$ cat config.mk
export PLATFORM = sky130hd
export DESIGN_NAME = viau_top
export DESIGN_NICKNAME = d
export VERILOG_FILES = /design/src/include/viau_pkg.sv /design/src/include/viau_src_if.sv /design/src/logic/viau_top.sv /design/src/logic/viau_grant.sv
export SDC_FILE = /design/constraint.sdc
export NUM_CORES = 1
export LEC_CHECK = 0
export ABC_CLOCK_PERIOD_IN_PS = 5720
export BUFFER_PORTS_ARGS = -buffer_cell sky130_fd_sc_hd__buf_2
export CAP_MARGIN = 40
export CORE_ASPECT_RATIO = 1.4
export CORE_MARGIN = 2
export CORE_UTILIZATION = 50
export CTS_CLUSTER_SIZE = 24
export DETAILED_ROUTE_END_ITERATION = 7
export GPL_TIMING_DRIVEN = 0
export PLACE_DENSITY = 0.74
export SETUP_SLACK_MARGIN = 0.4
export SLEW_MARGIN = 10
export SYNTH_ARGS = -nofsm -noshare
export SYNTH_HDL_FRONTEND = slang
export SYNTH_SLANG_ARGS = --single-unit
$ cat constraint.sdc
create_clock -name core_clk_in -period 5.72 [get_ports core_clk_in]
set_input_delay 1.144 -clock core_clk_in [delete_from_list [all_inputs] [get_ports core_clk_in]]
set_output_delay 1.144 -clock core_clk_in [all_outputs]
set_load 0.02 [all_outputs]
$ cat src/include/viau_pkg.sv
// Constants, register map and types of the interrupt acceptance unit
package viau_pkg;
	// ----------------------------------------------------------------
	// Timing
	// ----------------------------------------------------------------
	localparam int CLK_PERIOD_NS = 4;
	localparam int CYCLE_NS = 2000;
	localparam int CYCLE_IDC_NS = 12000;
	localparam int CYCLE_CLKS = CYCLE_NS / CLK_PERIOD_NS;
	localparam int CYCLE_IDC_CLKS = CYCLE_IDC_NS / CLK_PERIOD_NS;
	localparam logic [11:0] CYC_LAST = 12'(CYCLE_CLKS - 1);
	localparam logic [11:0] CYC_IDC_LAST = 12'(CYCLE_IDC_CLKS - 1);
	// ----------------------------------------------------------------
	// Sizes and reset values
	// ----------------------------------------------------------------
	localparam int NSRC = 4;
	localparam int ASTK_DEPTH = 6;
	localparam logic [2:0] SP_RESET = 3'h6;
	localparam logic [2:0] SP_LIMIT = 3'h6;
	localparam logic [1:0] ISTK_FULL = 2'h2;
	localparam logic [3:0] FLAGS_RESET = 4'h0;
	localparam logic [3:0] BANK_RESET = 4'h0;
	// Source bit positions, highest hardware priority at bit 0
	localparam int SRC_PIN = 0;
	localparam int SRC_TIMER = 1;
	localparam int SRC_SYNC = 2;
	localparam int SRC_SERIAL = 3;
	typedef logic [11:0] viau_pc_t;
	localparam viau_pc_t VECTOR [NSRC] = '{12'h004, 12'h003, 12'h002, 12'h001};
	// ----------------------------------------------------------------
	// Register indices, byte address is four times the index
	// ----------------------------------------------------------------
	localparam logic [6:0] IDX_SP = 7'h01;
	localparam logic [6:0] IDX_PERMIT = 7'h2F;
	localparam logic [6:0] IDX_PENDING = 7'h3F;
	localparam logic [6:0] IDX_STATUS = 7'h70;
	localparam logic [6:0] IDX_BANK = 7'h79;
	localparam logic [6:0] IDX_IXE = 7'h7F;
	// Status word fields
	localparam int ST_GIE = 0;
	localparam int ST_IRQ_CYCLE = 1;
	localparam int ST_EI_ARMED = 2;
	localparam int ST_DEPTH_LSB = 4;
	typedef enum logic {
		PH_NORMAL = 1'b0,
		PH_IRQ = 1'b1
	} viau_phase_e;
endpackage

$ cat src/include/viau_src_if.sv
// Per-source flags and grant chain results between control and chain
`timescale 1ns/1ps
interface viau_src_if;
	logic [3:0] pend;
	logic [3:0] permit;
	logic [3:0] req;
	logic [3:0] take;
	logic any;
	modport ctl (output pend, output permit, input req, input take,
		input any);
	modport chain (input pend, input permit, output req, output take,
		output any);
endinterface

$ cat src/logic/viau_top.sv
// Vectored interrupt acceptance and return unit with Wishbone registers
`timescale 1ns/1ps
// Notes on behaviour
// A source request sets its pending flag regardless of any enable.
// A request block asserts only while pending and permit are both 1.
// Accept only when some request block asserts and global enable set.
// Grant order: pin, then timer, then sync, then serial.
// An asserting block absorbs the grant from lower blocks.
// Simultaneous requests set all their pending flags in parallel.
// A source with permit 0 is never accepted.
// Skip taken or first table-move cycle defers acceptance one cycle.
// Enable instruction sets global enable one instruction cycle later.
// Acceptance clears global enable and only the accepted pending flag.
// Interrupt cycle decrements stack pointer then writes PC there.
// Saved return address is the sequencer's next address.
// Interrupt cycle pushes low two bank bits and index enable.
// Interrupt cycle loads PC with accepted source's vector.
// All acceptance work fits one special instruction cycle.
// Return loads PC from stack entry at current stack pointer.
// Return restores low bank bits and index enable from stack.
// Return increments stack pointer after PC is restored.
// Return takes one instruction cycle, like an ordinary return.
// Vectors: pin 04H, timer 03H, sync 02H, serial 01H.
// Interrupt stack holds two nesting levels.
// After the push, bank register and index enable clear to zero.
// Disable instruction clears global enable in its own cycle.
// Acceptance only at cycle boundaries, at most one per boundary.
module viau_top (
	input wire logic core_clk_in,
	input wire logic resetn_in,
	input wire logic [3:0] src_req_in,
	input wire logic display_run_in,
	input wire logic skip_taken_in,
	input wire logic table_move_first_in,
	input wire logic enable_irq_instruction_in,
	input wire logic disable_irq_instruction_in,
	input wire logic return_from_irq_instruction_in,
	input wire logic [11:0] return_pc_in,
	input wire logic wb_cyc_in,
	input wire logic wb_stb_in,
	input wire logic wb_we_in,
	input wire logic [8:0] wb_adr_in,
	input wire logic [3:0] wb_sel_in,
	input wire logic [31:0] wb_dat_in,
	output logic [31:0] wb_dat_out,
	output logic wb_ack_out,
	output logic cycle_boundary_out,
	output logic irq_cycle_out,
	output logic pc_load_out,
	output logic [11:0] pc_value_out,
	output logic [2:0] stack_pointer_out,
	output logic [3:0] bank_out,
	output logic index_enable_out,
	output logic global_irq_enable_out
);
	// ----------------------------------------------------------------
	// Declarations
	// ----------------------------------------------------------------
	viau_src_if src ();
	logic [11:0] div_reg;
	logic cyc_end;
	viau_pkg::viau_phase_e phase_reg;
	logic gie_reg;
	logic arm_reg;
	logic [3:0] pend_reg;
	logic [3:0] permit_reg;
	logic [2:0] sp_reg;
	viau_pkg::viau_pc_t astk_reg [viau_pkg::ASTK_DEPTH];
	logic [2:0] istk_reg [2];
	logic [1:0] depth_reg;
	logic [3:0] bank_reg;
	logic ixe_reg;
	logic ack_reg;
	logic [31:0] rdata_reg;
	logic boundary_reg;
	logic pc_load_reg;
	logic accept;
	logic return_from_irq_instruction_do;
	logic defer;
	logic wb_req;
	logic wb_wr;
	logic [6:0] wb_idx;
	logic [3:0] pend_set;
	logic [3:0] pend_clr;
	viau_pkg::viau_pc_t vec_sel;
	viau_pkg::viau_pc_t astk_top;
	viau_pkg::viau_pc_t pc_value_reg;

	// Write strobe decode, shared by every writable register
	function automatic logic wr_hit(input logic wr, input logic [6:0] a,
		input logic [6:0] idx);
		wr_hit = wr & (a == idx);
	endfunction

	// Vector of the one source holding the grant
	function automatic viau_pkg::viau_pc_t vec_of(input logic [3:0] t);
		vec_of = 12'h000;
		for (int i = 0; i < viau_pkg::NSRC; i++) begin
			if (t[i]) begin
				vec_of = viau_pkg::VECTOR[i];
			end
		end
	endfunction

	// ----------------------------------------------------------------
	// Instruction cycle divider
	// ----------------------------------------------------------------
	// Cycle length follows the display controller at each reload
	always_ff @(posedge core_clk_in or negedge resetn_in) begin
		if (!resetn_in) begin
			div_reg <= viau_pkg::CYC_LAST;
		end else if (cyc_end) begin
			div_reg <= display_run_in ? viau_pkg::CYC_IDC_LAST :
				viau_pkg::CYC_LAST;
		end else begin
			div_reg <= div_reg - 12'h001;
		end
	end
	assign cyc_end = (div_reg == 12'h000);

	// ----------------------------------------------------------------
	// Acceptance decision
	// ----------------------------------------------------------------
	assign src.pend = pend_reg;
	assign src.permit = permit_reg;

	viau_grant u_grant (
		.s(src)
	);

	// Skip or first table-move cycle defers
	// A return also defers so the stack is never pushed and popped at once
	assign defer = skip_taken_in | table_move_first_in |
		return_from_irq_instruction_in;
	// Only at a boundary of a normal instruction cycle
	// Requires a request and the global enable
	assign accept = cyc_end & (phase_reg == viau_pkg::PH_NORMAL) &
		src.any & gie_reg & ~disable_irq_instruction_in & ~defer;
	// Return completes at its own boundary
	assign return_from_irq_instruction_do = cyc_end & (phase_reg == viau_pkg::PH_NORMAL) &
		return_from_irq_instruction_in;
	// Vector of the granted source
	assign vec_sel = vec_of(src.take);
	assign astk_top = (sp_reg < viau_pkg::SP_LIMIT) ? astk_reg[sp_reg] :
		12'h000;

	// One special cycle with no normal instruction in it
	always_ff @(posedge core_clk_in or negedge resetn_in) begin
		if (!resetn_in) begin
			phase_reg <= viau_pkg::PH_NORMAL;
		end else begin
			unique case (phase_reg)
				viau_pkg::PH_NORMAL: begin
					if (accept) begin
						phase_reg <= viau_pkg::PH_IRQ;
					end
				end
				viau_pkg::PH_IRQ: begin
					if (cyc_end) begin
						phase_reg <= viau_pkg::PH_NORMAL;
					end
				end
			endcase
		end
	end

	// ----------------------------------------------------------------
	// Global enable
	// ----------------------------------------------------------------
	// Enable arms now and takes effect one cycle later
	// Accept clears the arm so a handler never starts interruptible
	always_ff @(posedge core_clk_in or negedge resetn_in) begin
		if (!resetn_in) begin
			arm_reg <= 1'b0;
		end else if (disable_irq_instruction_in) begin
			arm_reg <= 1'b0;
		end else if (cyc_end) begin
			arm_reg <= enable_irq_instruction_in & ~accept &
				(phase_reg == viau_pkg::PH_NORMAL);
		end
	end

	// Disable clears at once; accept clears too
	always_ff @(posedge core_clk_in or negedge resetn_in) begin
		if (!resetn_in) begin
			gie_reg <= 1'b0;
		end else if (accept || disable_irq_instruction_in) begin
			gie_reg <= 1'b0;
		end else if (cyc_end && arm_reg) begin
			gie_reg <= 1'b1;
		end
	end

	// ----------------------------------------------------------------
	// Pending and permit flags
	// ----------------------------------------------------------------
	// Requests set flags unconditionally; all bits in parallel
	assign pend_set = src_req_in |
		({4{wr_hit(wb_wr, wb_idx, viau_pkg::IDX_PENDING)}} & wb_dat_in[3:0]);
	// Only the accepted source is cleared
	assign pend_clr = ({4{accept}} & src.take) |
		({4{wr_hit(wb_wr, wb_idx, viau_pkg::IDX_PENDING)}} &
		~wb_dat_in[3:0]);

	// Set wins over clear so no request is lost
	always_ff @(posedge core_clk_in or negedge resetn_in) begin
		if (!resetn_in) begin
			pend_reg <= viau_pkg::FLAGS_RESET;
		end else begin
			pend_reg <= (pend_reg & ~pend_clr) | pend_set;
		end
	end

	// Software masks sources through permit
	always_ff @(posedge core_clk_in or negedge resetn_in) begin
		if (!resetn_in) begin
			permit_reg <= viau_pkg::FLAGS_RESET;
		end else if (wr_hit(wb_wr, wb_idx, viau_pkg::IDX_PERMIT)) begin
			permit_reg <= wb_dat_in[3:0];
		end
	end

	// ----------------------------------------------------------------
	// Address stack and program counter
	// ----------------------------------------------------------------
	// Pointer moves down, then the entry below is written
	// Return moves it back up after the read
	// No overflow check: software keeps nesting within six levels
	always_ff @(posedge core_clk_in or negedge resetn_in) begin
		if (!resetn_in) begin
			sp_reg <= viau_pkg::SP_RESET;
		end else if (accept) begin
			sp_reg <= sp_reg - 3'h1;
		end else if (return_from_irq_instruction_do) begin
			sp_reg <= sp_reg + 3'h1;
		end
	end

	// Return address comes from the sequencer
	always_ff @(posedge core_clk_in or negedge resetn_in) begin
		if (!resetn_in) begin
			for (int i = 0; i < viau_pkg::ASTK_DEPTH; i++) begin
				astk_reg[i] <= 12'h000;
			end
		end else if (accept) begin
			astk_reg[sp_reg - 3'h1] <= return_pc_in;
		end
	end

	// Vector load on accept; stack entry on return
	always_ff @(posedge core_clk_in or negedge resetn_in) begin
		if (!resetn_in) begin
			pc_load_reg <= 1'b0;
			pc_value_reg <= 12'h000;
		end else begin
			pc_load_reg <= accept | return_from_irq_instruction_do;
			if (accept) begin
				pc_value_reg <= vec_sel;
			end else if (return_from_irq_instruction_do) begin
				pc_value_reg <= astk_top;
			end
		end
	end

	// ----------------------------------------------------------------
	// Interrupt stack, bank and index enable
	// ----------------------------------------------------------------
	// Push state; two levels; pop on return
	always_ff @(posedge core_clk_in or negedge resetn_in) begin
		if (!resetn_in) begin
			istk_reg[0] <= 3'h0;
			istk_reg[1] <= 3'h0;
			depth_reg <= 2'h0;
		end else if (accept) begin
			istk_reg[1] <= istk_reg[0];
			istk_reg[0] <= {bank_reg[1:0], ixe_reg};
			if (depth_reg != viau_pkg::ISTK_FULL) begin
				depth_reg <= depth_reg + 2'h1;
			end
		end else if (return_from_irq_instruction_do) begin
			istk_reg[0] <= istk_reg[1];
			istk_reg[1] <= 3'h0;
			if (depth_reg != 2'h0) begin
				depth_reg <= depth_reg - 2'h1;
			end
		end
	end

	// Cleared after the push; low bits restored on return
	always_ff @(posedge core_clk_in or negedge resetn_in) begin
		if (!resetn_in) begin
			bank_reg <= viau_pkg::BANK_RESET;
			ixe_reg <= 1'b0;
		end else if (accept) begin
			bank_reg <= viau_pkg::BANK_RESET;
			ixe_reg <= 1'b0;
		end else if (return_from_irq_instruction_do) begin
			bank_reg <= {bank_reg[3:2], istk_reg[0][2:1]};
			ixe_reg <= istk_reg[0][0];
		end else begin
			if (wr_hit(wb_wr, wb_idx, viau_pkg::IDX_BANK)) begin
				bank_reg <= wb_dat_in[3:0];
			end
			if (wr_hit(wb_wr, wb_idx, viau_pkg::IDX_IXE)) begin
				ixe_reg <= wb_dat_in[0];
			end
		end
	end

	// ----------------------------------------------------------------
	// Wishbone slave
	// ----------------------------------------------------------------
	// Only byte lane 0 carries data; upper lanes are ignored
	assign wb_req = wb_cyc_in & wb_stb_in & ~ack_reg;
	assign wb_wr = wb_req & wb_we_in & wb_sel_in[0];
	assign wb_idx = wb_adr_in[8:2];

	// One wait state; unmapped addresses read zero and still ack
	always_ff @(posedge core_clk_in or negedge resetn_in) begin
		if (!resetn_in) begin
			ack_reg <= 1'b0;
		end else begin
			ack_reg <= wb_req;
		end
	end

	// Read data captured with the acknowledge
	always_ff @(posedge core_clk_in or negedge resetn_in) begin
		if (!resetn_in) begin
			rdata_reg <= 32'h00000000;
		end else if (wb_req && !wb_we_in) begin
			rdata_reg <= 32'h00000000;
			unique case (wb_idx)
				viau_pkg::IDX_SP: rdata_reg[2:0] <= sp_reg;
				viau_pkg::IDX_PERMIT: rdata_reg[3:0] <= permit_reg;
				viau_pkg::IDX_PENDING: rdata_reg[3:0] <= pend_reg;
				viau_pkg::IDX_BANK: rdata_reg[3:0] <= bank_reg;
				viau_pkg::IDX_IXE: rdata_reg[0] <= ixe_reg;
				viau_pkg::IDX_STATUS: begin
					rdata_reg[viau_pkg::ST_GIE] <= gie_reg;
					rdata_reg[viau_pkg::ST_IRQ_CYCLE] <= phase_reg;
					rdata_reg[viau_pkg::ST_EI_ARMED] <= arm_reg;
					rdata_reg[viau_pkg::ST_DEPTH_LSB +: 2] <= depth_reg;
				end
				default: rdata_reg <= 32'h00000000;
			endcase
		end
	end

	// Boundary marker for the sequencer, one clock after the edge
	always_ff @(posedge core_clk_in or negedge resetn_in) begin
		if (!resetn_in) begin
			boundary_reg <= 1'b0;
		end else begin
			boundary_reg <= cyc_end;
		end
	end

	// Outputs straight from flip-flops
	assign wb_ack_out = ack_reg;
	assign wb_dat_out = rdata_reg;
	assign cycle_boundary_out = boundary_reg;
	assign irq_cycle_out = phase_reg;
	assign pc_load_out = pc_load_reg;
	assign pc_value_out = pc_value_reg;
	assign stack_pointer_out = sp_reg;
	assign bank_out = bank_reg;
	assign index_enable_out = ixe_reg;
	assign global_irq_enable_out = gie_reg;
endmodule

$ cat src/logic/viau_grant.sv
// Request blocks and the fixed-priority grant chain
`timescale 1ns/1ps
module viau_grant (
	viau_src_if.chain s
);
	logic [4:0] grant;

	// ----------------------------------------------------------------
	// Chain
	// ----------------------------------------------------------------
	// Grant enters at the highest priority source
	assign grant[0] = 1'b1;
	// Fixed order, pin first
	generate
		for (genvar i = 0; i < 4; i++) begin : g_blk
			// Pending and permitted
			assign s.req[i] = s.pend[i] & s.permit[i];
			// Asserting block absorbs the grant
			assign s.take[i] = grant[i] & s.req[i];
			assign grant[i + 1] = grant[i] & ~s.req[i];
		end
	endgenerate
	// OR of all request blocks
	assign s.any = |s.req;
endmodule

After elaboration in Yosys (flattened, before gate mapping):

Cells that the tools add are included.

* add/sub/neg operators: 5
* $lt $le $gt $ge: 4
* equal/unequal tests: 9
* multiplexer cells: 40
* bitwise logic cells: 47
* reduce and logical (&&, ||, !) cells: 17

Operators with widths (count)
* two-way mux 12 bit: 8
* bitwise mux 72 bit: 1
* binary-select mux 12 bit (select 3 bit): 1
* demux 12 bit (select 3 bit): 1
* AND 1 bit: 25
* equality test 7 bit (second input constant): 3
* two-way mux 3 bit: 6
* AND 4 bit: 4
* equality test 7 x 6 -> 1 bit (second input constant): 2
* logical NOT 12 bit: 1
* two-way mux 4 bit: 3
* two-way mux 6 bit: 2
* OR 4 bit: 3
* nonzero test 2 bit: 6
* subtractor 12 x 1 -> 12 bit (second input constant): 1
* two-way mux 2 bit: 5
* case mux 2 bit (5 select lines): 1
* two-way mux 1 bit: 9
* greater-or-equal comparator 4 bit (second input constant): 2
* inverter 1 bit: 8
* inverter 3 -> 4 bit: 2
* inverter 4 bit: 2
* equality test 7 x 1 -> 1 bit (second input constant): 1
* case mux 1 bit (6 select lines): 1
* other kinds (18): 24

* bits in registers: 132

Logic depth before layout (Yosys ltp):

Gate-level depths: netlist of the first run.

* depth in word-level cells: 11
* gate-level depth with buffers: 8

Hierarchy:

From an unflattened synthesis of the first run, not the netlist that was laid out.

* cells, all modules: 557
* area, all modules: 6605.1 µm²

By module, submodules not included
* viau_top: instances 1, cells each 546, area each 6537.5 µm², sequential area each 3314.4 µm²
* viau_grant: instances 1, cells each 11, area each 67.6 µm², sequential area each 0.0 µm²

Worst setup path before layout of the first run:

No wires, ideal clock.

* kind: in2reg
* from: in table_move_first_in
* to: reg astk_reg[25] (netlist name)
* library setup time: 125 ps
* arrival time: 3036 ps
* required time: 5595 ps
* setup slack: 2559 ps
* cell stages on the path: 6
* buffers on the path: 1
* path through: or4_4 a211oi_4 nor3b_2 nor4b_4 buf_4 mux2_2

* cells in the longest elaborated chain, start to end: 4

Ends and longest elaborated chain
* start, declared: RTL line viau_top.sv:34 `input wire logic table_move_first_in,`
* OR 1 bit (2 in series): RTL line viau_top.sv:133 `assign defer = skip_taken_in | table_move_first_in |`
* inverter 1 bit: RTL line viau_top.sv:138 `src.any & gie_reg & ~disable_irq_instruction_in & ~defer;`
* AND 1 bit: RTL line viau_top.sv:138
* end signal, assigned by index: RTL line viau_top.sv:246 `astk_reg[sp_reg - 3'h1] <= return_pc_in;`
* end, declared: RTL line viau_top.sv:68 `viau_pkg::viau_pc_t astk_reg [viau_pkg::ASTK_DEPTH];`

Every way passes these cells.
A chain may end at the register's enable or synchronous reset.

Final worst setup path of the first run:

* from: reg sp_reg[1] (netlist: stack_pointer_out[1])
* to: reg astk_reg[31] (netlist name)

* cells in the longest elaborated chain, start to end: 7

Ends and longest elaborated chain
* start, declared: RTL line viau_top.sv:67 `logic [2:0] sp_reg;`
* start signal, assigned: RTL line viau_top.sv:231 `sp_reg <= viau_pkg::SP_RESET;`
* start signal, assigned: RTL line viau_top.sv:233 `sp_reg <= sp_reg - 3'h1;`
* start signal, assigned: RTL line viau_top.sv:235 `sp_reg <= sp_reg + 3'h1;`
* subtractor 3 x 1 -> 3 bit (*): RTL line viau_top.sv:246
* inverter 3 -> 4 bit (not written as such) (*): RTL line viau_top.sv:246
* greater-or-equal comparator 4 bit (not written as such) / < comparator 4 x 1 -> 1 bit (equally long branches): RTL line viau_top.sv:246
* logical AND 1 bit (not written as such): RTL line viau_top.sv:246
* two-way mux 12 bit (not written as such): RTL line viau_top.sv:246
* demux 12 bit (select 3 bit) (*): RTL line viau_top.sv:246
* bitwise mux 72 bit (*): RTL line viau_top.sv:246

Mark *: on every way between the ends. The rest lies on a longest branch, timed or not.

==> impl_metrics.py, run 1 <==
metrics = {
    "status": {
        "outcome": "finished, final reports clean",
    },
    "routing": {
        "routed_wirelength_um": 15360,
        "drtIter0Drc": 227,
        "met1_length_um": 5934,
        "route.top_layer_used": "met5",
        "route.detailed.drc": 0,
        "dr_total_vias": 4700,
        "route.antenna.remaining_nets": 0,
        "detailroute.wirelength.met3_um": 931,
        "detailroute.wirelength.met2_um": 7954,
        "post_drt_via_cell_ratio": 5.890,
        "wl_per_cell_um": 19.25,
        "first_pass_iters": 6,
    },
    "yosys": {
        "synthArstFlopShare_pct": 100.0,
        "synth_top_cell_area_share_pct": 48.23,
        "post_synth_main_area_contributors": "sky130_fd_sc_hd__dfrtp_1 48%, sky130_fd_sc_hd__mux2_2 16%, sky130_fd_sc_hd__mux4_2 4.2%",
        "netlist-cell-type-count": 61,
        "post-synth-top-count-cell": "sky130_fd_sc_hd__dfrtp_1",
        "netlist_area_before_placement_mm2": 0.006382,
        "yosys.area.top_type": "sky130_fd_sc_hd__dfrtp_1",
        "yosysWarnings": 0,
        "ys_top_cells_by_count": "123 x sky130_fd_sc_hd__dfrtp_1, 89 x sky130_fd_sc_hd__mux2_2, 43 x sky130_fd_sc_hd__nand2_1",
        "syn-instance-count": 521,
        "seq_area_frac_synth_pct": 51.93,
        "synth_edf_count": 0,
        "ys_dominant_reg_cell": "sky130_fd_sc_hd__dfrtp_1",
        "ys_seq_elements": 132,
        "synthesis.area_per_instance_um2": 12.25,
    },
    "timing": {
        "finalWorstSetupSlack_ps": 2333,
        "number_of_hold_violations_in_the_final_report": 0,
        "slew_viol_final": 0,
        "fmax_mhz": 295.3,
        "worst_pin_slew_ps": 804.6,
        "period_minus_slack_ps": 3387,
        "clock_skew_ps": 10.27,
        "slew_headroom_pct": 45.95,
        "tns_ps": 0,
        "finalSetupViolations": 0,
        "final.period_utilization_pct": 59.21,
        "setup_repair_after_global_routing_missed_its_margin": "no",
    },
    "clock_tree": {
        "cts-hold-fix-buffers": 0,
        "clkTransAtPathRegs_ps": 60,
        "cts_root_buffer": "sky130_fd_sc_hd__clkbuf_16",
        "tritoncts_clock_tree": "yes",
        "cts_made_buffers": 17,
        "ctsResizeCount": 0,
        "cts-htree-levels": 4,
        "cts_sinks": 132,
        "clock_insertion_delay_worst_skew_ps": 420,
        "post-cts-setup-buffers": 0,
        "max-clock-path-buffers": 2,
    },
    "pwr": {
        "leakagePower_nw": 3.750,
        "p_sw_mw": 0.4790,
        "worst_case_vdd_ir_drop_uv": 198.4,
        "p_seq_share_pct": 41.5,
        "power.density_mw_per_mm2": 295.7,
        "share_comb_of_total_power_pct": 4.7,
        "power.share.clock_pct": 53.9,
        "switching_share_pct": 20.96,
        "internal_power_mw": 1.807,
    },
    "finish": {
        "finalNetCount": 712,
        "drive_above_1_share_pct": 38.89,
        "stdcell_area_mm2": 0.007729,
        "largest_register_ff_count": 72,
        "diodes": 0,
        "flow.area_growth_from_synthesis_pct": 21.09,
        "fin_util_pct": 62.47,
    },
    "grt": {
        "overflow": 0,
        "pin_count_of_the_biggest_net_entering_global_routing": 77,
        "gr_util_all_layers_pct": 23.65,
        "grt_pass1_vias": 4864,
        "grt_antenna_before_repair": 1,
        "grt_pass1_wl_um": 24780,
    },
    "die": {
        "io_pins": 129,
        "floorplan.core_area_mm2": 0.01237,
        "floorplan.die.width_um": 99.49,
        "start_util_pct": 51.59,
        "die_y_um": 137.7,
        "dieArea_mm2": 0.01370,
        "placementRows": 48,
    },
    "worst_setup_path": {
        "path_common_cell": "sky130_fd_sc_hd__clkbuf_1",
        "path_delay_family": "buffers and inverters",
        "slowest_delay_ps": 590,
        "crit_type": "flip-flop to flip-flop",
        "critPathArrivalTime_ps": 3690,
        "crit_buf_inv": 4,
        "critical_path.max_fanout": 10,
        "timing.critical_path.required_ps": 6020,
        "critical_path.cell_chain": "clkbuf_1 -> clkbuf_1 -> inv_1 -> ha_1 -> xor2_1 -> nor4b_4 -> buf_4 -> mux2_2",
        "end_kind": "flip-flop",
        "slowest_stage": "sky130_fd_sc_hd__clkbuf_1",
        "worstSetupStartpointType": "flip-flop",
    },
    "placement": {
        "detailedPlace.worstSlack_ps": 2030,
        "count_of_port_buffers_added_during_placement": 69,
        "post-dp-hpwl_um": 10630,
        "gp_routability_congestion": 0.8603,
        "place_area_mm2": 0.007058,
    },
    "flow_run": {
        "maxCapViolCount": 0,
    },
    "worst_hold_path": {
        "worst_min_path_class": "flip-flop to flip-flop",
    },
}
logic make-up after synthesis:
kind of cell / Yosys count / synth area share (%)
buffers and inverters: 60 / 5.313
multiplexers: 104 / 20.43
adder cells (fa/ha/maj): 4 / 0.7842
AND/OR/NAND/NOR: 115 / 9.743
AO/OA/AOI/OAI: 97 / 10.65
XOR/XNOR: 8 / 1.098
other: 1 / 0.05876
flip-flops: 132 / 51.93
worst register-to-register path: cells and delay by family (launching register included):
kind          cells  cell delay [ps]
xor+xnor          1              210
fa+ha+maj         1              250
buf+inv           4             1490
flops             1              550
mux               1              370
simple gates      1              420
per-stage QoR:
| stage | total power [mW] | std cells | hold slack [ps] |
|---|---|---|---|
| 6_report | 2.286 | 798 | 464.0 |
| 5_1_grt | 2.355 | 798 | 504.7 |
| 4_1_cts | 2.298 | 798 | 471.5 |
| 3_5_place_dp | 1.072 | 767 | 458.2 |
| 3_3_place_gp | 1.066 | 765 | 444.7 |
| 2_1_floorplan | 1.017 | 546 | 435.6 |
layout by cell type (no fill, tap or decap), types with 4 or more instances in the layout:
| cell | n |
|---|---|
| sky130_fd_sc_hd__dfrtp_1 | 123 |
| sky130_fd_sc_hd__mux2_2 | 89 |
| sky130_fd_sc_hd__buf_2 | 72 |
| sky130_fd_sc_hd__nand2_1 | 43 |
| sky130_fd_sc_hd__buf_4 | 29 |
| sky130_fd_sc_hd__conb_1 | 26 |
| sky130_fd_sc_hd__o21ai_0 | 20 |
| sky130_fd_sc_hd__clkbuf_16 | 17 |
| sky130_fd_sc_hd__clkbuf_1 | 15 |
| sky130_fd_sc_hd__nor2_1 | 15 |
| sky130_fd_sc_hd__a22oi_1 | 14 |
| sky130_fd_sc_hd__a21oi_1 | 13 |
| sky130_fd_sc_hd__mux4_2 | 12 |
| sky130_fd_sc_hd__nand3_1 | 11 |
| sky130_fd_sc_hd__inv_1 | 9 |
| sky130_fd_sc_hd__dfstp_2 | 9 |
| sky130_fd_sc_hd__nor3_1 | 8 |
| sky130_fd_sc_hd__a22o_1 | 8 |
| sky130_fd_sc_hd__nand4_1 | 7 |
| sky130_fd_sc_hd__xnor2_1 | 6 |
| sky130_fd_sc_hd__a31oi_1 | 6 |
| sky130_fd_sc_hd__bufinv_16 | 6 |
| sky130_fd_sc_hd__and2_1 | 5 |
| sky130_fd_sc_hd__or3_1 | 4 |
| sky130_fd_sc_hd__o21a_1 | 4 |
| sky130_fd_sc_hd__ha_1 | 4 |
metal layers:
layer / vias to the layer above / global-route usage (%)
met5: - / 0
met4: 2 / 11.72
met3: 45 / 6.088
met2: 191 / 40.39
met1: 2356 / 27.63
li1: 2106 / -
power by group through the flow:
stage                     clock, mW  combinational, mW  sequential [mW]
after floorplan                   0             0.0452            0.972
after global placement            0              0.103            0.963
after detailed placement          0              0.108            0.964
after CTS                      1.24              0.108            0.947
after global routing           1.29              0.119            0.948
final                          1.23              0.107            0.947
final timing paths:
kind                                                   from                        end  slack (ps)  cells past startpoint
max                        stack_pointer_out[1]$_DFFE_PN1P_   astk_reg[31]$_DFFE_PN0P_        2330                      8
min                                    div_reg[0]$_DFF_PN1_       div_reg[0]$_DFF_PN1_         460                      1
max reg2reg                stack_pointer_out[1]$_DFFE_PN1P_   astk_reg[31]$_DFFE_PN0P_        2330                      8
min reg2reg                            div_reg[0]$_DFF_PN1_       div_reg[0]$_DFF_PN1_         460                      1
max in group asynchronous                         resetn_in  permit_reg[1]$_DFFE_PN0P_        4260                      2
min in group asynchronous                         resetn_in       div_reg[2]$_DFF_PN0_         680                      1
area by class of cell:
cell class / instances / area (um^2)
buffer: 50 / 301.5
clock inverter: 13 / 231.5
fill: 984 / 4643
timing repair buffer: 71 / 394.1
tap: 150 / 187.7
multi-input combinational: 354 / 2823
inverter: 10 / 37.54
clock buffer: 18 / 439.2
sequential: 132 / 3314
No activity file was read; power rests on OpenSTA's default activity.
==> inputs of run 2 (changes only) <==
ABC_AREA = 1   (was unset)
ABC_CLOCK_PERIOD_IN_PS = 3200   (was 5720)
PLACE_DENSITY = 0.73   (was 0.74)
clock period = 3.2 ns   (was 5.72 ns; I/O delays follow)
==> impl_metrics.py, run 2 <==
metrics = {
    "status": {
        "outcome": "finished, final reports clean",
    },
    "routing": {
        "route.detailed.drc": 0,
        "routed_wirelength_um": 16680,
        "drtIter0Drc": 368,
        "post_drt_via_cell_ratio": 5.369,
        "route.antenna.remaining_nets": 0,
        "route.top_layer_used": "met4",
        "met1_length_um": 6435,
        "wl_per_cell_um": 15.80,
        "first_pass_iters": 5,
        "detailroute.wirelength.met2_um": 8804,
        "detailroute.wirelength.met3_um": 849,
        "dr_total_vias": 5670,
    },
    "die": {
        "dieArea_mm2": 0.01414,
        "placementRows": 49,
        "start_util_pct": 51.21,
        "floorplan.core_area_mm2": 0.01287,
        "floorplan.die.width_um": 101.1,
        "die_y_um": 139.9,
        "io_pins": 129,
    },
    "pwr": {
        "report.power.total_mw": 4.069,
        "worst_case_vdd_ir_drop_uv": 317.5,
        "power.density_mw_per_mm2": 514.0,
        "leakagePower_nw": 3.951,
    },
    "placement": {
        "detailedPlace.worstSlack_ps": 260.2,
        "count_of_port_buffers_added_during_placement": 69,
        "post-dp-hpwl_um": 11720,
        "place_area_mm2": 0.007258,
        "gp_routability_congestion": 0.8610,
    },
    "timing": {
        "slew_viol_final": 0,
        "setup_repair_after_global_routing_missed_its_margin": "no",
        "final.period_utilization_pct": 79.94,
        "clock_skew_ps": 9.900,
        "worst_pin_slew_ps": 628.2,
        "fmax_mhz": 390.9,
        "finalWorstSetupSlack_ps": 642.0,
        "slew_headroom_pct": 58.12,
        "finalSetupViolations": 0,
        "period_minus_slack_ps": 2558,
        "number_of_hold_violations_in_the_final_report": 0,
        "worst_hold_slack_ps": 127.1,
    },
    "clock_tree": {
        "clock_insertion_delay_worst_skew_ps": 420,
        "clkTransAtPathRegs_ps": 60,
        "cts_root_buffer": "sky130_fd_sc_hd__clkbuf_16",
        "cts_made_buffers": 17,
        "max-clock-path-buffers": 2,
        "cts_sinks": 132,
        "tritoncts_clock_tree": "yes",
        "cts-htree-levels": 4,
    },
    "finish": {
        "mostFrequentLayoutCells": "178 x sky130_fd_sc_hd__nand2_1, 123 x sky130_fd_sc_hd__dfrtp_1, 113 x sky130_fd_sc_hd__o21ai_0",
        "drive_above_1_share_pct": 22.15,
        "fillers": 1149,
        "flow.area_growth_from_synthesis_pct": 20.06,
        "finalNetCount": 967,
        "largest_register_ff_count": 72,
        "diodes": 0,
        "stdcell_area_mm2": 0.007916,
        "commonest_non_fill_non_tap_cell_in_the_layout": "sky130_fd_sc_hd__nand2_1",
    },
    "yosys": {
        "ys_seq_elements": 132,
        "netlist-cell-type-count": 47,
        "netlist_area_before_placement_mm2": 0.006594,
        "yosysWarnings": 0,
        "synth_edf_count": 0,
        "post-synth-top-count-cell": "sky130_fd_sc_hd__nand2_1",
        "ys_top_cells_by_count": "178 x sky130_fd_sc_hd__nand2_1, 123 x sky130_fd_sc_hd__dfrtp_1, 113 x sky130_fd_sc_hd__o21ai_0",
        "syn-instance-count": 776,
        "ys_dominant_reg_cell": "sky130_fd_sc_hd__dfrtp_1",
        "post_synth_main_area_contributors": "sky130_fd_sc_hd__dfrtp_1 47%, sky130_fd_sc_hd__nand2_1 10%, sky130_fd_sc_hd__o21ai_0 8.6%",
        "seq_area_frac_synth_pct": 50.27,
        "synthesis.area_per_instance_um2": 8.497,
        "synth_top_cell_area_share_pct": 46.68,
        "synthArstFlopShare_pct": 100.0,
        "yosys.area.top_type": "sky130_fd_sc_hd__dfrtp_1",
    },
    "worst_setup_path": {
        "critical_path.cell_chain": "clkinv_1 -> clkbuf_1 -> ha_1 -> xnor2_1 -> inv_1 -> nor2_2 -> nand3_2 -> clkbuf_2 -> o21ai_0",
        "slowest_stage": "sky130_fd_sc_hd__dfrtp_1",
        "path_delay_family": "buffers and inverters",
        "crit_type": "flip-flop to flip-flop",
        "timing.critical_path.required_ps": 3530,
        "critPathArrivalTime_ps": 2880,
        "end_kind": "flip-flop",
        "worstSetupStartpointType": "flip-flop",
        "slowest_delay_ps": 420,
        "critical_path.max_fanout": 10,
        "crit_buf_inv": 4,
    },
    "grt": {
        "overflow": 0,
        "grt_antenna_before_repair": 0,
        "grt_pass1_vias": 5537,
        "grt_pass1_wl_um": 27280,
        "gr_util_all_layers_pct": 24.85,
        "pin_count_of_the_biggest_net_entering_global_routing": 92,
    },
    "worst_hold_path": {
        "worst_min_path_class": "primary input to async pin",
    },
    "flow_run": {
        "maxCapViolCount": 0,
    },
}
run 2: cell types whose count changed after synthesis, moves of 8 or more:
| cell | delta |
|---|---|
| sky130_fd_sc_hd__nand3_1 | +11 |
| sky130_fd_sc_hd__mux4_2 | -12 |
| sky130_fd_sc_hd__o22ai_1 | +9 |
| sky130_fd_sc_hd__inv_1 | +48 |
| sky130_fd_sc_hd__o21a_1 | +11 |
| sky130_fd_sc_hd__nand2_1 | +135 |
| sky130_fd_sc_hd__o21ai_2 | +18 |
| sky130_fd_sc_hd__nor2_1 | +58 |
| sky130_fd_sc_hd__a22o_1 | -8 |
| sky130_fd_sc_hd__o21ai_0 | +93 |
| sky130_fd_sc_hd__a22oi_1 | -13 |
| sky130_fd_sc_hd__mux2_2 | -87 |
run 2: metrics by stage:
step                      TNS (ps)  utilization [%]  instances
after global placement      -38480            56.11       1023
after CTS                        0            61.36       1055
after floorplan                  0                -        801
after detailed placement         0            56.38       1024
after global routing             0            61.49       1056
final                            0            61.49       1056
run 2: repair_timing:
item,in CTS,in global routing
setup buffers,0,1
pin swaps,0,0
resized for setup,1,3
hold buffers,0,0
setup endpoints to repair,28,21
run 2: layout make-up:
cell class | count | area (um^2) | share of cell area [%]
Buffer | 53 | 359.1 | 4.536
Clock buffer | 22 | 464.2 | 5.864
Clock inverter | 9 | 176.4 | 2.229
Inverter | 63 | 240.2 | 3.035
Multi-Input combinational cell | 553 | 2784 | 35.17
Sequential cell | 132 | 3314 | 41.87
Tap cell | 153 | 191.4 | 2.418
Timing Repair Buffer | 71 | 386.6 | 4.884
run 2: worst register-to-register path, cell delays in order (launching register included):
cell and delay, ps:
sky130_fd_sc_hd__dfrtp_1 420, sky130_fd_sc_hd__clkinv_1 310, sky130_fd_sc_hd__clkbuf_1 340, sky130_fd_sc_hd__ha_1 290, sky130_fd_sc_hd__xnor2_1 180, sky130_fd_sc_hd__inv_1 110
sky130_fd_sc_hd__nor2_2 180, sky130_fd_sc_hd__nand3_2 170, sky130_fd_sc_hd__clkbuf_2 250, sky130_fd_sc_hd__o21ai_0 210
run 2: worst paths after layout:
path                       cells after the start                              from  slack, ps                        to
max                                            9  stack_pointer_out[0]$_DFFE_PN0P_        640  astk_reg[70]$_DFFE_PN0P_
min                                            1                         resetn_in        130     div_reg[10]$_DFF_PN0_
max reg2reg                                    9  stack_pointer_out[0]$_DFFE_PN0P_        640  astk_reg[70]$_DFFE_PN0P_
min reg2reg                                    1              div_reg[0]$_DFF_PN1_        460      div_reg[0]$_DFF_PN1_
max in group asynchronous                      2                         resetn_in       2300  astk_reg[14]$_DFFE_PN0P_
min in group core_clk_in                       2                    display_run_in        370      div_reg[6]$_DFF_PN1_
run 2: per-layer routing:
metal	up-vias	track usage [%]
met4	0	10.95
met2	183	43.26
met5	-	0
met3	38	4.822
li1	2752	-
met1	2697	29.29
run 2: cell families (layout without fill, tap and decap cells):
family / after synthesis / count (layout) / synth area share, %
compound gates: 205 / 205 / 18.16
mux: 2 / 2 / 0.3415
xor+xnor: 4 / 4 / 0.5314
buf+inv: 116 / 218 / 9.013
simple gates: 312 / 312 / 20.87
fa+ha+maj: 4 / 4 / 0.7590
flops: 132 / 132 / 50.27
other cells: 1 / 26 / 0.05687
run 2: report_power, final:
| group | switching, mW | total, mW | leakage (nW) | internal [mW] |
|---|---|---|---|---|
| Combinational | 0.184 | 0.267 | 1.90 | 0.0838 |
| Clock | 0.695 | 2.11 | 0.310 | 1.42 |
| Sequential | 0.00642 | 1.69 | 1.74 | 1.68 |
==> inputs of run 3 (changes only) <==
ABC_AREA = 0   (was 1)
ABC_CLOCK_PERIOD_IN_PS = 2200   (was 3200)
PLACE_DENSITY = 0.77   (was 0.73)
clock period = 2.2 ns   (was 3.2 ns; I/O delays follow)
==> impl_metrics.py, run 3 (synthesis results as in run 1) <==
metrics = {
    "routing": {
        "first_pass_iters": 5,
        "post_drt_via_cell_ratio": 6.209,
        "detailroute.wirelength.met3_um": 1592,
        "detailroute.wirelength.met2_um": 11220,
        "route.antenna.remaining_nets": 0,
        "drtIter0Drc": 452,
        "routed_wirelength_um": 21540,
        "met1_length_um": 7378,
        "dr_total_vias": 5427,
        "wl_per_cell_um": 24.64,
        "route.detailed.drc": 0,
        "route.top_layer_used": "met4",
    },
    "finish": {
        "mostFrequentLayoutCells": "122 x sky130_fd_sc_hd__dfrtp_1, 68 x sky130_fd_sc_hd__buf_2, 64 x sky130_fd_sc_hd__buf_4",
        "finalNetCount": 787,
        "flow.area_growth_from_synthesis_pct": 44.13,
        "commonest_non_fill_non_tap_cell_in_the_layout": "sky130_fd_sc_hd__dfrtp_1",
        "drive_above_1_share_pct": 56.63,
        "largest_register_ff_count": 72,
        "diodes": 0,
        "stdcell_area_mm2": 0.009199,
    },
    "worst_setup_path": {
        "crit_type": "flip-flop to flip-flop",
        "r2r_path_start": "permit_reg[1]$_DFFE_PN0P_",
        "timing.critical_path.required_ps": 2530,
        "path_delay_family": "buffers and inverters",
        "critical_path.max_fanout": 7,
        "critPathArrivalTime_ps": 2840,
        "worst_r2r_endpoint": "pc_value_out[0]$_DFFE_PN0P_",
        "crit_buf_inv": 7,
        "worst_r2r_path_depth": 12,
        "critical_path.cell_chain": "a222oi_1 -> buf_4 -> a211oi_4 -> buf_6 -> and2_4 -> buf_6 -> buf_4 -> buf_6 -> buf_12 -> buf_6 -> a21o_1 -> o211ai_1",
        "path_common_cell": "sky130_fd_sc_hd__buf_6",
        "worstSetupStartpointType": "flip-flop",
        "end_kind": "flip-flop",
        "timing.reg2reg.setup_slack_ps": -310,
        "slowest_delay_ps": 430,
        "slowest_stage": "sky130_fd_sc_hd__dfrtp_1",
        "cp.depth": 12,
    },
    "pwr": {
        "leakagePower_nw": 4.399,
        "power.density_mw_per_mm2": 625.0,
        "p_seq_share_pct": 42.9,
        "p_sw_mw": 1.298,
        "internal_power_mw": 4.451,
        "worst_case_vdd_ir_drop_uv": 595.5,
        "switching_share_pct": 22.57,
        "report.power.total_mw": 5.749,
        "share_comb_of_total_power_pct": 5.3,
        "power.share.clock_pct": 51.8,
    },
    "timing": {
        "period_minus_slack_ps": 2505,
        "setup_repair_after_global_routing_missed_its_margin": "yes",
        "tns_ps": -15350,
        "finalSetupViolations": 101,
        "slew_headroom_pct": 43.92,
        "worst_pin_slew_ps": 834.7,
        "final.period_utilization_pct": 113.9,
        "finalWorstSetupSlack_ps": -305.4,
        "clock_skew_ps": 11.37,
        "slew_viol_final": 0,
        "number_of_hold_violations_in_the_final_report": 0,
        "worst_hold_slack_ps": 5.583,
        "fmax_mhz": 399.1,
    },
    "placement": {
        "count_of_port_buffers_added_during_placement": 69,
        "gp_routability_congestion": 0.9013,
        "post-dp-hpwl_um": 10890,
        "place_area_mm2": 0.007247,
    },
    "clock_tree": {
        "clkTransAtPathRegs_ps": 60,
        "cts_root_buffer": "sky130_fd_sc_hd__clkbuf_16",
        "max-clock-path-buffers": 2,
        "clock_insertion_delay_worst_skew_ps": 430,
        "cts-hold-fix-buffers": 0,
        "cts_made_buffers": 17,
        "cts-htree-levels": 4,
        "tritoncts_clock_tree": "yes",
        "cts_sinks": 132,
    },
    "status": {
        "outcome": "finished with violations",
        "violated_checks": "negative setup slack",
    },
    "grt": {
        "grt_pass1_wl_um": 29490,
        "grt_antenna_before_repair": 0,
        "overflow": 0,
        "gr_util_all_layers_pct": 28.39,
        "grt_pass1_vias": 5439,
        "pin_count_of_the_biggest_net_entering_global_routing": 68,
    },
    "die": {
        "placementRows": 48,
        "floorplan.die.width_um": 99.49,
        "floorplan.core_area_mm2": 0.01237,
        "io_pins": 129,
        "die_y_um": 137.7,
        "start_util_pct": 51.59,
        "dieArea_mm2": 0.01370,
    },
    "flow_run": {
        "maxCapViolCount": 0,
    },
    "worst_hold_path": {
        "worst_min_path_class": "primary input to async pin",
    },
}
-- run 3: area by class of cell --
type,instances,area (um^2)
Timing Repair Buffer,146,1165
Inverter,10,45.04
Fill cell,742,3173
Multi-Input combinational cell,354,3378
Clock buffer,23,488.0
Sequential cell,132,3316
Buffer,50,494.2
Clock inverter,9,125.1
Tap cell,150,187.7
-- run 3: routing by layer --
metal	up-vias	GRT usage, %
met1	2707	31.92
met3	114	8.016
met2	348	50.30
li1	2258	-
met4	0	12.18
met5	-	0
-- run 3: power by group through the flow --
stage	logic [mW]	clock network, mW	registers (mW)
2_1_floorplan	0.118	0	2.53
3_3_place_gp	0.267	0	2.50
3_5_place_dp	0.283	0	2.51
4_1_cts	0.292	2.95	2.46
5_1_grt	0.330	3.09	2.47
6_report	0.304	2.98	2.46
-- run 3: metrics by stage --
step | util (%) | instances | setup WS, ps
CTS | 69.33 | 838 | -262.5
global route | 74.35 | 874 | -386.2
floorplan | - | 546 | -244.4
finish | 74.35 | 874 | -305.4
detailed placement | 58.58 | 766 | -703.8
global placement | 58.30 | 765 | -1130
-- run 3: how the worst max path moves through the flow --
| stage | start | to | slack, ps |
|---|---|---|---|
| finish | permit_reg[1]$_DFFE_PN0P_ | pc_value_out[0]$_DFFE_PN0P_ | -310 |
| global route | permit_reg[1]$_DFFE_PN0P_ | pc_value_out[0]$_DFFE_PN0P_ | -390 |
| CTS | div_reg[1]$_DFF_PN1_ | astk_reg[14]$_DFFE_PN0P_ | -260 |
| detailed placement | table_move_first_in | astk_reg[28]$_DFFE_PN0P_ | -700 |
| global placement | resetn_in | irq_cycle_out$_DFF_PN0_ | -1130 |
| floorplan | table_move_first_in | astk_reg[25]$_DFFE_PN0P_ | -240 |
-- run 3: timing repair --
action                                  in CTS  in global routing
buffers inserted                            35                 35
pin swaps                                   20                 31
endpoints found under the setup margin     114                120
cloned                                       5                  1
resized for setup                          108                 92
